--- src/ppoc_pkg.sv ---
// constants and types of the port pin option configuration block
// What this block does
// - direction flag 0 output, 1 input
// - load bit stores pin index and flag
// - load write leaves all options unchanged
// - plain write replaces addressed pin option
// - read returns pointed option in bits 7:5
// - pin index n selects pin n
// - four input options, pull-down code 01
// - flag steers write to input or output
// - output codes 000 normal, 011 high only
// - input option bits 6:5, order 00..11
`default_nettype none
package ppoc_pkg;
  // register indices; the byte address is four times the index
  localparam logic [7:0] P0_CFG_IDX = 8'h9e;
  localparam logic [7:0] P1_CFG_IDX = 8'h9f;
  localparam int NPORT = 2;
  localparam int NPIN = 8;
  // write field positions
  localparam int FS_HI = 7;
  localparam int FS_LO = 5;
  localparam int DIR_BIT = 4;
  localparam int LOAD_BIT = 3;
  localparam int PIN_HI = 2;
  localparam int PIN_LO = 0;
  localparam logic DIR_OUT = 1'b0;
  localparam logic DIR_IN = 1'b1;
  // option codes
  localparam logic [2:0] OUT_NORMAL = 3'h0;
  localparam logic [2:0] OUT_HIGH = 3'h3;
  localparam logic [1:0] IN_NOPULL = 2'h0;
  localparam logic [1:0] IN_PDOWN = 2'h1;
  localparam logic [1:0] IN_PUP = 2'h2;
  localparam logic [1:0] IN_OFF = 2'h3;
  // reset values
  localparam logic [2:0] OUT_RST = 3'h0;
  localparam logic [1:0] IN_RST = 2'h0;
  localparam logic [2:0] PIN_RST = 3'h0;
  localparam logic DIR_RST = 1'b0;
  localparam logic [31:0] RDATA_RST = 32'h0;
  typedef enum logic [1:0] {ST_IDLE, ST_WRITE, ST_RD_WAIT, ST_RD_LAST} ppoc_state_type;
  typedef logic [NPORT-1:0][NPIN-1:0][2:0] ppoc_out_type;
  typedef logic [NPORT-1:0][NPIN-1:0][1:0] ppoc_in_type;
endpackage
`default_nettype wire

--- src/ppoc_opt_if.sv ---
// option store access between the controller and the option memory
`timescale 1ns/1ps
`default_nettype none
interface ppoc_opt_if;
  import ppoc_pkg::*;
  logic wr_en;
  logic wr_port;
  logic [2:0] wr_pin;
  logic wr_dir;
  logic [2:0] wr_data;
  logic [NPORT-1:0][2:0] rd_pin;
  logic [NPORT-1:0] rd_dir;
  logic [NPORT-1:0][2:0] rd_data;
  ppoc_out_type out_opt;
  ppoc_in_type in_opt;
  modport ctrl (output wr_en, wr_port, wr_pin, wr_dir, wr_data, rd_pin, rd_dir,
    input rd_data, out_opt, in_opt);
  modport mem (input wr_en, wr_port, wr_pin, wr_dir, wr_data, rd_pin, rd_dir,
    output rd_data, out_opt, in_opt);
endinterface
`default_nettype wire

--- src/ppoc_opt_mem.sv ---
// per-pin option memory with registered readback
`timescale 1ns/1ps
`default_nettype none
module ppoc_opt_mem
  import ppoc_pkg::*;
(
  input wire logic ref_clk_i,
  input wire logic rst_i,
  ppoc_opt_if.mem opt
);
  ppoc_out_type out_ff;
  ppoc_out_type nxt_out;
  ppoc_in_type in_ff;
  ppoc_in_type nxt_in;
  logic [NPORT-1:0][2:0] rd_ff;
  logic [NPORT-1:0][2:0] nxt_rd;

  always_comb
  begin
    nxt_out = out_ff;
    nxt_in = in_ff;
    if (opt.wr_en)
    begin
      if (opt.wr_dir == DIR_OUT)
        nxt_out[opt.wr_port][opt.wr_pin] = opt.wr_data;
      else
        nxt_in[opt.wr_port][opt.wr_pin] = opt.wr_data[1:0];
    end
    for (int p = 0; p < NPORT; p++)
    begin
      // input options read back with bit 7 zero
      if (opt.rd_dir[p] == DIR_IN)
        nxt_rd[p] = {1'b0, in_ff[p][opt.rd_pin[p]]};
      else
        nxt_rd[p] = out_ff[p][opt.rd_pin[p]];
    end
  end

  always_ff @(posedge ref_clk_i or posedge rst_i)
  begin
    if (rst_i)
    begin
      out_ff <= {NPORT*NPIN{OUT_RST}};
      in_ff <= {NPORT*NPIN{IN_RST}};
      rd_ff <= {NPORT{OUT_RST}};
    end
    else
    begin
      out_ff <= nxt_out;
      in_ff <= nxt_in;
      rd_ff <= nxt_rd;
    end
  end

  assign opt.out_opt = out_ff;
  assign opt.in_opt = in_ff;
  assign opt.rd_data = rd_ff;

  property p_out_wr;
    @(posedge ref_clk_i) disable iff (rst_i)
    (opt.wr_en && opt.wr_dir == DIR_OUT) |=>
      out_ff[$past(opt.wr_port)][$past(opt.wr_pin)] == $past(opt.wr_data);
  endproperty
  a_out_wr: assert property (p_out_wr) else $error("output option not written");
  property p_in_wr;
    @(posedge ref_clk_i) disable iff (rst_i)
    (opt.wr_en && opt.wr_dir == DIR_IN) |=>
      in_ff[$past(opt.wr_port)][$past(opt.wr_pin)] == $past(opt.wr_data[1:0]);
  endproperty
  a_in_wr: assert property (p_in_wr) else $error("input option not written");
  property p_idle_keep;
    @(posedge ref_clk_i) disable iff (rst_i)
    !opt.wr_en |=> $stable(out_ff) && $stable(in_ff);
  endproperty
  a_idle_keep: assert property (p_idle_keep) else $error("options changed without write");
endmodule // ppoc_opt_mem
`default_nettype wire

--- src/ppoc_top.sv ---
// ahb-lite slave for the two port pin option configuration registers
`timescale 1ns/1ps
`default_nettype none
module ppoc_top
  import ppoc_pkg::*;
(
  input wire logic ref_clk_i,
  input wire logic rst_i,
  input wire logic hsel_i,
  input wire logic [31:0] haddr_i,
  input wire logic [1:0] htrans_i,
  input wire logic hwrite_i,
  input wire logic [2:0] hsize_i,
  input wire logic [31:0] hwdata_i,
  input wire logic hready_i,
  output logic hreadyout_o,
  output logic hresp_o,
  output logic [31:0] hrdata_o,
  output ppoc_pkg::ppoc_out_type out_opt_o,
  output ppoc_pkg::ppoc_in_type in_opt_o
);
  import ppoc_pkg::*;

  // ************************************************************
  // address decode
  // ************************************************************
  function automatic logic [31:0] byte_addr(input logic [7:0] idx);
    byte_addr = {22'h0, idx, 2'b00};
  endfunction

  // returns {mapped, port}
  function automatic logic [1:0] decode(input logic [31:0] addr);
    if (addr == byte_addr(P0_CFG_IDX))
      decode = 2'b10;
    else if (addr == byte_addr(P1_CFG_IDX))
      decode = 2'b11;
    else
      decode = 2'b00;
  endfunction

  ppoc_opt_if opt ();

  ppoc_opt_mem u_mem (
    .ref_clk_i(ref_clk_i),
    .rst_i(rst_i),
    .opt(opt)
  );

  // ************************************************************
  // bus phase tracking
  // ************************************************************
  ppoc_state_type state_ff;
  ppoc_state_type nxt_state;
  logic map_ff;
  logic nxt_map;
  logic port_ff;
  logic nxt_port;
  logic accept;
  logic [1:0] dec;

  assign accept = hsel_i && hready_i && htrans_i[1];
  assign dec = decode(haddr_i);

  always_comb
  begin
    nxt_state = state_ff;
    nxt_map = map_ff;
    nxt_port = port_ff;
    case (state_ff)
      ST_RD_WAIT: nxt_state = ST_RD_LAST;
      default:
      begin
        if (accept)
        begin
          nxt_state = hwrite_i ? ST_WRITE : ST_RD_WAIT;
          nxt_map = dec[1];
          nxt_port = dec[0];
        end
        else
          nxt_state = ST_IDLE;
      end
    endcase
  end

  always_ff @(posedge ref_clk_i or posedge rst_i)
  begin
    if (rst_i)
    begin
      state_ff <= ST_IDLE;
      map_ff <= 1'b0;
      port_ff <= 1'b0;
    end
    else
    begin
      state_ff <= nxt_state;
      map_ff <= nxt_map;
      port_ff <= nxt_port;
    end
  end

  // ************************************************************
  // write handling and readback pointers
  // ************************************************************
  logic [NPORT-1:0][2:0] ptr_pin_ff;
  logic [NPORT-1:0][2:0] nxt_ptr_pin;
  logic [NPORT-1:0] ptr_dir_ff;
  logic [NPORT-1:0] nxt_ptr_dir;
  logic wr_live;
  logic load;

  assign wr_live = (state_ff == ST_WRITE) && map_ff;
  assign load = hwdata_i[LOAD_BIT];

  always_comb
  begin
    nxt_ptr_pin = ptr_pin_ff;
    nxt_ptr_dir = ptr_dir_ff;
    opt.wr_en = 1'b0;
    if (wr_live && load)
    begin
      nxt_ptr_pin[port_ff] = hwdata_i[PIN_HI:PIN_LO];
      nxt_ptr_dir[port_ff] = hwdata_i[DIR_BIT];
    end
    else if (wr_live)
      opt.wr_en = 1'b1;
  end

  always_ff @(posedge ref_clk_i or posedge rst_i)
  begin
    if (rst_i)
    begin
      ptr_pin_ff <= {NPORT{PIN_RST}};
      ptr_dir_ff <= {NPORT{DIR_RST}};
    end
    else
    begin
      ptr_pin_ff <= nxt_ptr_pin;
      ptr_dir_ff <= nxt_ptr_dir;
    end
  end

  assign opt.wr_port = port_ff;
  assign opt.wr_pin = hwdata_i[PIN_HI:PIN_LO];
  assign opt.wr_dir = hwdata_i[DIR_BIT];
  assign opt.wr_data = hwdata_i[FS_HI:FS_LO];
  assign opt.rd_pin = ptr_pin_ff;
  assign opt.rd_dir = ptr_dir_ff;

  // ************************************************************
  // read data and bus answer
  // ************************************************************
  // one wait state lets the registered readback catch up with a pointer
  // or option written by the transfer just before
  assign hreadyout_o = (state_ff != ST_RD_WAIT);
  assign hresp_o = 1'b0;

  always_comb
  begin
    hrdata_o = RDATA_RST;
    if (state_ff == ST_RD_LAST && map_ff)
      hrdata_o[FS_HI:FS_LO] = opt.rd_data[port_ff];
  end

  assign out_opt_o = opt.out_opt;
  assign in_opt_o = opt.in_opt;

  // ************************************************************
  // assertions
  // ************************************************************
  property p_rd_wait;
    @(posedge ref_clk_i) disable iff (rst_i)
    (accept && !hwrite_i) |=> !hreadyout_o ##1 hreadyout_o;
  endproperty
  a_rd_wait: assert property (p_rd_wait) else $error("read wait state wrong");

  property p_ptr_load;
    @(posedge ref_clk_i) disable iff (rst_i)
    (wr_live && load) |=>
      ptr_pin_ff[$past(port_ff)] == $past(hwdata_i[PIN_HI:PIN_LO]) &&
      ptr_dir_ff[$past(port_ff)] == $past(hwdata_i[DIR_BIT]);
  endproperty
  a_ptr_load: assert property (p_ptr_load) else $error("pointer not loaded");

  property p_load_no_wr;
    @(posedge ref_clk_i) disable iff (rst_i)
    (wr_live && load) |-> !opt.wr_en;
  endproperty
  a_load_no_wr: assert property (p_load_no_wr) else $error("load write touched options");

  property p_plain_wr;
    @(posedge ref_clk_i) disable iff (rst_i)
    (wr_live && !load) |-> opt.wr_en ##1 ($stable(ptr_pin_ff) && $stable(ptr_dir_ff));
  endproperty
  a_plain_wr: assert property (p_plain_wr) else $error("plain write misrouted");

  property p_port_apart;
    @(posedge ref_clk_i) disable iff (rst_i)
    (wr_live && port_ff == 1'b0) |=> $stable(ptr_pin_ff[1]) && $stable(ptr_dir_ff[1]);
  endproperty
  a_port_apart: assert property (p_port_apart) else $error("port 1 pointer disturbed");

  property p_rd_value;
    @(posedge ref_clk_i) disable iff (rst_i)
    (state_ff == ST_RD_LAST && map_ff) |->
      hrdata_o[FS_HI:FS_LO] == (ptr_dir_ff[port_ff] == DIR_IN ?
        {1'b0, opt.in_opt[port_ff][ptr_pin_ff[port_ff]]} :
        opt.out_opt[port_ff][ptr_pin_ff[port_ff]]);
  endproperty
  a_rd_value: assert property (p_rd_value) else $error("readback value wrong");

  property p_rd_zero;
    @(posedge ref_clk_i) disable iff (rst_i)
    hrdata_o[31:8] == 24'h0 && hrdata_o[4:0] == 5'h0 && !hresp_o;
  endproperty
  a_rd_zero: assert property (p_rd_zero) else $error("reserved read bits set");

  property p_unmapped;
    @(posedge ref_clk_i) disable iff (rst_i)
    (accept && !dec[1]) |=> !opt.wr_en && hrdata_o == RDATA_RST;
  endproperty
  a_unmapped: assert property (p_unmapped) else $error("unmapped access acted");

  // a load write must leave every stored option as it was
  property p_load_keep;
    @(posedge ref_clk_i) disable iff (rst_i)
    (wr_live && load) |=> $stable(opt.out_opt) && $stable(opt.in_opt);
  endproperty
  a_load_keep: assert property (p_load_keep) else $error("load write changed options");

  // pointers move only on a load write
  property p_ptr_keep;
    @(posedge ref_clk_i) disable iff (rst_i)
    !(wr_live && load) |=> $stable(ptr_pin_ff) && $stable(ptr_dir_ff);
  endproperty
  a_ptr_keep: assert property (p_ptr_keep) else $error("pointer moved without load");

  property p_wr_nowait;
    @(posedge ref_clk_i) disable iff (rst_i)
    (accept && hwrite_i) |=> hreadyout_o;
  endproperty
  a_wr_nowait: assert property (p_wr_nowait) else $error("write data phase stalled");

  property p_rd_idle_zero;
    @(posedge ref_clk_i) disable iff (rst_i)
    (state_ff != ST_RD_LAST || !map_ff) |-> hrdata_o == RDATA_RST;
  endproperty
  a_rd_idle_zero: assert property (p_rd_idle_zero) else $error("stray read data");

  property p_dec_port;
    @(posedge ref_clk_i) disable iff (rst_i)
    (accept && haddr_i == byte_addr(P1_CFG_IDX)) |=> map_ff && port_ff == 1'b1;
  endproperty
  a_dec_port: assert property (p_dec_port) else $error("register on wrong port");

  property p_port1_apart;
    @(posedge ref_clk_i) disable iff (rst_i)
    (wr_live && port_ff == 1'b1) |=> $stable(ptr_pin_ff[0]) && $stable(ptr_dir_ff[0]);
  endproperty
  a_port1_apart: assert property (p_port1_apart) else $error("port 0 pointer disturbed");

  // a write to one port must never reach the other port's options
  property p_opt_apart0;
    @(posedge ref_clk_i) disable iff (rst_i)
    (opt.wr_en && port_ff == 1'b0) |=> $stable(opt.out_opt[1]) && $stable(opt.in_opt[1]);
  endproperty
  a_opt_apart0: assert property (p_opt_apart0) else $error("port 1 options disturbed");

  property p_opt_apart1;
    @(posedge ref_clk_i) disable iff (rst_i)
    (opt.wr_en && port_ff == 1'b1) |=> $stable(opt.out_opt[0]) && $stable(opt.in_opt[0]);
  endproperty
  a_opt_apart1: assert property (p_opt_apart1) else $error("port 0 options disturbed");

  property p_out_wr_only;
    @(posedge ref_clk_i) disable iff (rst_i)
    (opt.wr_en && opt.wr_dir == DIR_OUT) |=> $stable(opt.in_opt);
  endproperty
  a_out_wr_only: assert property (p_out_wr_only) else $error("output write hit inputs");

  property p_in_wr_only;
    @(posedge ref_clk_i) disable iff (rst_i)
    (opt.wr_en && opt.wr_dir == DIR_IN) |=> $stable(opt.out_opt);
  endproperty
  a_in_wr_only: assert property (p_in_wr_only) else $error("input write hit outputs");

  property p_rd_wait_keep;
    @(posedge ref_clk_i) disable iff (rst_i)
    (state_ff == ST_RD_WAIT) |=>
      state_ff == ST_RD_LAST && $stable(port_ff) && $stable(map_ff);
  endproperty
  a_rd_wait_keep: assert property (p_rd_wait_keep) else $error("read answer lost target");

  // ************************************************************
  // covered scenarios
  // ************************************************************
  c_read: cover property (@(posedge ref_clk_i) disable iff (rst_i)
    state_ff == ST_RD_LAST && map_ff && hrdata_o != RDATA_RST);
  c_load: cover property (@(posedge ref_clk_i) disable iff (rst_i)
    wr_live && load ##1 accept && !hwrite_i);
  c_in_wr: cover property (@(posedge ref_clk_i) disable iff (rst_i)
    opt.wr_en && opt.wr_dir == DIR_IN && port_ff);
  c_out_high: cover property (@(posedge ref_clk_i) disable iff (rst_i)
    opt.wr_en && opt.wr_dir == DIR_OUT && opt.wr_data == OUT_HIGH);
  c_rd_in: cover property (@(posedge ref_clk_i) disable iff (rst_i)
    state_ff == ST_RD_LAST && map_ff && ptr_dir_ff[port_ff] == DIR_IN);
endmodule // ppoc_top
`default_nettype wire

--- config.mk ---
export PLATFORM = sky130hd
export DESIGN_NAME = ppoc_top
export DESIGN_NICKNAME = d
export VERILOG_FILES = /design/src/ppoc_pkg.sv /design/src/ppoc_opt_if.sv /design/src/ppoc_opt_mem.sv /design/src/ppoc_top.sv
export SDC_FILE = /design/constraint.sdc
export NUM_CORES = 1
export LEC_CHECK = 0
export ABC_CLOCK_PERIOD_IN_PS = 8900
export BUFFER_PORTS_ARGS = -buffer_cell sky130_fd_sc_hd__buf_4
export CORE_ASPECT_RATIO = 1.25
export CORE_MARGIN = 10
export CORE_UTILIZATION = 45
export CTS_CLUSTER_DIAMETER = 200
export DETAILED_ROUTE_END_ITERATION = 10
export PLACE_DENSITY = 0.74
export SYNTH_ARGS = -nofsm -noshare
export SYNTH_HDL_FRONTEND = slang
export SYNTH_SLANG_ARGS = --single-unit
--- constraint.sdc ---
create_clock -name ref_clk_i -period 8.9 [get_ports ref_clk_i]
set_input_delay 2.225 -clock ref_clk_i [delete_from_list [all_inputs] [get_ports ref_clk_i]]
set_output_delay 2.225 -clock ref_clk_i [all_outputs]
set_load 0.01 [all_outputs]
After elaboration in Yosys (flattened, before gate mapping)
Cells that the tools add are included.
Cells by class
  $mul: 0
  shifts and indexed selects: 0
  multiplexer cells: 36
  $lt $le $gt $ge: 6
  $add $sub $neg: 0
  divide/modulo/power cells: 0
  reductions and logical operators: 10
  equality and inequality tests: 6
  bitwise gates (word level): 2
Operators with widths (count)
  32-bit by 10-bit == test with 1-bit output, second input constant: 2
  48-bit bitwise mux: 1
  32-bit bitwise mux: 1
  3-bit 2-to-1 mux: 9
  24-bit demux with 1-bit select: 1
  24-bit 2-to-1 mux: 1
  3-bit binary-select mux with 3-bit select: 2
  16-bit demux with 1-bit select: 1
  16-bit 2-to-1 mux: 1
  2-bit 2-to-1 mux: 8
  2-bit binary-select mux with 3-bit select: 2
  3-bit by 4-bit < comparator with 1-bit output, second input constant: 3
  3-bit demux with 3-bit select: 1
  1-bit logical AND: 7
  6-bit bitwise mux: 1
  2-bit demux with 3-bit select: 1
  2-bit AND reduction: 3
  2-bit == test, second input constant: 2
  3-bit demux with 1-bit select: 1
  3-bit by 1-bit greater-or-equal comparator with 1-bit output, second input constant: 1
  1-bit 2-to-1 mux: 3
  2-bit bitwise mux: 1
  2-bit by 1-bit == test with 1-bit output, second input constant: 1
  1-bit by 2-bit < comparator with 1-bit output, second input constant: 1
  other kinds (4): 5
Word-level totals
  RAM bits: 0
  latch bits: 0
  memory bits (read-only): 0
  register bits: 98
  logic and storage cells: 100
  memories: 0
  output and inout bits: 114

Logic depth before layout (Yosys ltp)
  word-level depth: 7
  depth in mapped cells: 5

Cells and area by module
A second synthesis with hierarchy kept.
Unflattened totals
  cell total of the unflattened synthesis: 360
  area total of the unflattened synthesis: 4828.4 µm²
Modules (own cells, without submodules)
  ppoc_opt_mem: area each 3961.3 µm², sequential area each 2152.1 µm², cells an instance 272, times used 1
  ppoc_top: area each 867.1 µm², sequential area each 300.3 µm², cells an instance 88, times used 1

Worst setup path before layout
No wires, ideal clock.
  path kind: input-to-reg
  start: input hwdata_i[3]
  end: register u_mem.out_ff (netlist bit u_mem.opt.out_opt[32])
  stages: 5
  arrival time: 3438 ps
  slack: 5337 ps
  cells stage by stage: nand4bb_1 > buf_2 > buf_4 > nor4_2 > mux2_2
Between the ends
  longest elaborated chain between the ends: 3
Ends and longest elaborated chain
  start, declared: line ppoc_top.sv:14  | input wire logic [31:0] hwdata_i,
  1-bit logical AND: line ppoc_top.sv:119  | if (wr_live && load)
  1-bit 2-to-1 mux: line ppoc_top.sv:119
  2-bit AND reduction (no line)
  end signal, assigned: line ppoc_opt_mem.sv:43  | out_ff <= {NPORT*NPIN{OUT_RST}};
  end signal, assigned: line ppoc_opt_mem.sv:49  | out_ff <= nxt_out;
  end, declared: line ppoc_opt_mem.sv:11  | ppoc_out_type out_ff;
No other way between the ends.
A chain may end at the register's enable or synchronous reset.

Final worst setup path
  start: register port_ff, in the netlist opt.wr_port
  end: output hrdata_o[6]
Between the ends
  longest elaborated chain between the ends: 3
Ends and longest elaborated chain
  start, declared: line ppoc_top.sv:56  | logic port_ff;
  start signal, assigned: line ppoc_top.sv:97  | port_ff <= nxt_port;
  3-bit 2-to-1 mux (not written as such) (2 in series): line ppoc_top.sv:161  | hrdata_o[FS_HI:FS_LO] = opt.rd_data[port_ff];
  3-bit 2-to-1 mux: line ppoc_top.sv:160  | if (state_ff == ST_RD_LAST && map_ff)
  end, declared: line ppoc_top.sv:18  | output logic [31:0] hrdata_o,
No other way between the ends. The select of a mux whose other input is x is not followed.

==> flow_summary.toml <==
[status]
status = "finished, final reports clean"

[pwr]
leakagePower_nw = 3.08
worst_ir_drop_vdd_v = 0.000105
powerDensity_mw_per_mm2 = 145
total_power_uw = 909

[flow_run]
cap_violations = 0

[sta]
layout_setup_ws_ns = 5.13
timing.final.crit_period_ns = 3.77
finalCritPeriodShare_pct = 42.4
tightest_slew_ns = 1.17
final.setup.tns_ns = 0
worst_slew_margin_rel_pct = 22.2
rsz0062_at_grt = "no"
drv_slew = 0
setup-violations-final = 0
finalHoldViolCount = 0
finClkSkew_ns = 0.00991
fmax_mhz = 265

[setup_path]
cp-startpoint = "opt.wr_port"
worstSetupEndpointType = "output port"
worst-r2r-setup-slack_ns = 6.68
r2r_cells = 3
worstPathMaxFanout = 15
r2r_end = "u_mem.opt.out_opt[27]"
endpoint = "hrdata_o[6]"
cp.arrival_ns = 1.55
critPathRequiredTime_ns = 6.68
crit_type = "reg -> out"
r2r-start = "opt.wr_port"
worstSetupStartpointType = "flip-flop"

[route]
drc = 0
drtIter0Drc = 156
first_pass_iters = 5
wl_per_cell_um = 21.4
ant_nets = 0
vias = 3438
vias_per_cell = 5.53
routed_wl_um = 13300

[clock_network]
htree_num_levels = 3
ctsResizeCount = 0
cts_num_sinks = 98
root_buffer = "clkbuf_16"
cts.path.max_buffers = 2
cts_buffers = 9
cts_setup_buffers = 0
cts_tree = "yes"
ctsHoldBuffers = 0
clk_latency_ns = 0.34
clk_pin_slew_worst_paths_ns = 0.06

[placed_design]
io_buffers = 129
dpl-instance-area_sq_mm = 0.00593
place_congestion = 0.787
place_ws_ns = 4.76
hpwl_um = 10200

[floorplanning]
dieArea_sq_mm = 0.0157
fp.dieH_um = 138
start_util_pct = 46.6
io_pins = 188
num_rows = 42
die_w_um = 114
core_area_sq_mm = 0.0107

[synth]
synth_area_per_cell_sq_um = 13.7
async_flop_share_pct = 100
synth.ff_latch_count = 98
synth_cells = 365
ys_types = 37
synth_edf_count = 0
ys.flop_type = "dfrtp_1"
ys_seq_area_share_pct = 49.1
yosysWarnings = 0
syn_area_sq_mm = 0.00500

[finish]
layout.nets = 559
synthToLayoutAreaGrowth_pct = 25.0
final_util_pct = 58.3
diodes = 0
layout-drive-gt1-share_pct = 53.1
stdcell_area_sq_mm = 0.00625
nFillCells = 877

[global_route]
grt_pass1_vias = 3751
grt_pass1_wl_um = 20800
antenna_found_initial = 0
grt_max_degree = 94
grt_overflow = 0
track_usage_pct = 16.8

[min_path]
worstHoldPathType = "reg -> reg"
-- layout make-up --
| class | instances | area (sq um) | area share, % |
|---|---|---|---|
| Tap cell | 132 | 165 | 2.64 |
| Clock buffer | 11 | 253 | 4.04 |
| Inverter | 3 | 12.5 | 0.200 |
| Clock inverter | 5 | 61.3 | 0.981 |
| Timing Repair Buffer | 131 | 983 | 15.7 |
| Multi-Input combinational cell | 242 | 2320 | 37.1 |
| Sequential cell | 98 | 2450 | 39.2 |
-- metal layers --
metal,global-route usage [%],share of wire (%)
met2,29.8,54
met3,5.31,7.3
met4,5.02,1.7
met1,18.9,37
met5,0,0
-- cell usage in the layout (no fill, tap or decap), drive strengths merged, types with 7 or more instances in the layout --
cell type,synthesis,final
nor2,7,7
nor4,14,14
nand3,14,14
mux4,20,20
mux2,88,88
dfrtp,98,98
nor2b,7,7
nor3,14,14
buf,41,131
conb,1,30
clkbuf,10,11
-- power by group --
| group | switching [mW] | total, mW | internal [mW] |
|---|---|---|---|
| Clock | 0.166 | 0.400 | 0.234 |
| Sequential | 0.00332 | 0.451 | 0.448 |
| Combinational | 0.0379 | 0.0577 | 0.0198 |
| Total | 0.207 | 0.909 | 0.702 |
-- Yosys cell counts, types with 4 or more instances --
master / instances / area (sq um)
mux2_2: 78 / 878
nand3_1: 14 / 70.1
nand2_1: 5 / 18.8
buf_4: 33 / 248
nand4_1: 4 / 25.0
mux4_2: 20 / 450
nor2_1: 7 / 26.3
mux2_1: 10 / 113
nor3_1: 14 / 70.1
nor4_4: 6 / 128
nand2b_1: 4 / 25.0
buf_2: 6 / 30.0
dfrtp_1: 98 / 2450
clkbuf_1: 10 / 37.5
mux2i_1: 5 / 50.1
nor4_1: 5 / 31.3
nor2b_1: 7 / 43.8
a22oi_1: 4 / 30.0
-- sequential cells by signal, summed over array words and instances, names as in the netlist --
name,count
state_ff,2
opt.rd_dir,2
u_mem.opt.in_opt,32
opt.wr_port,1
map_ff,1
u_mem.opt.out_opt,48
opt.rd_pin,6
u_mem.opt.rd_data,6
-- worst min path at each step --
stage | cells past startpoint | from | end
after global routing | 1 | u_mem.opt.out_opt[31] | u_mem.opt.out_opt[31]
after detailed placement | 1 | u_mem.opt.in_opt[0] | u_mem.opt.in_opt[0]
after floorplan | 1 | opt.rd_dir[1] | u_mem.opt.rd_data[5]
after global placement | 1 | u_mem.opt.in_opt[1] | u_mem.opt.in_opt[1]
after CTS | 1 | u_mem.opt.in_opt[23] | u_mem.opt.in_opt[23]
final | 1 | u_mem.opt.in_opt[23] | u_mem.opt.in_opt[23]
-- through the flow --
stage / instances / hold WS [ns]
2_1_floorplan: 394 / 0.491
3_3_place_gp: 606 / 0.502
3_5_place_dp: 606 / 0.520
4_1_cts: 622 / 0.535
5_1_grt: 622 / 0.552
6_report: 622 / 0.533
-- cells by family after synthesis --
family                 after synthesis  share of synthesized area, %
AND/OR/NAND/NOR                     89                          13.0
buffers and inverters               54                          6.68
flip-flops                          98                          49.1
other                                1                        0.0750
AO/OA/AOI/OAI                       10                          1.38
multiplexers                       113                          29.8
-- worst max-delay path, stage by stage, from the launching register on --
cell,delay (ns)
dfrtp_1,0.69
mux2i_1,0.15
nor2_1,0.20
buf_4,0.16
No activity file was read; power rests on OpenSTA's default activity.
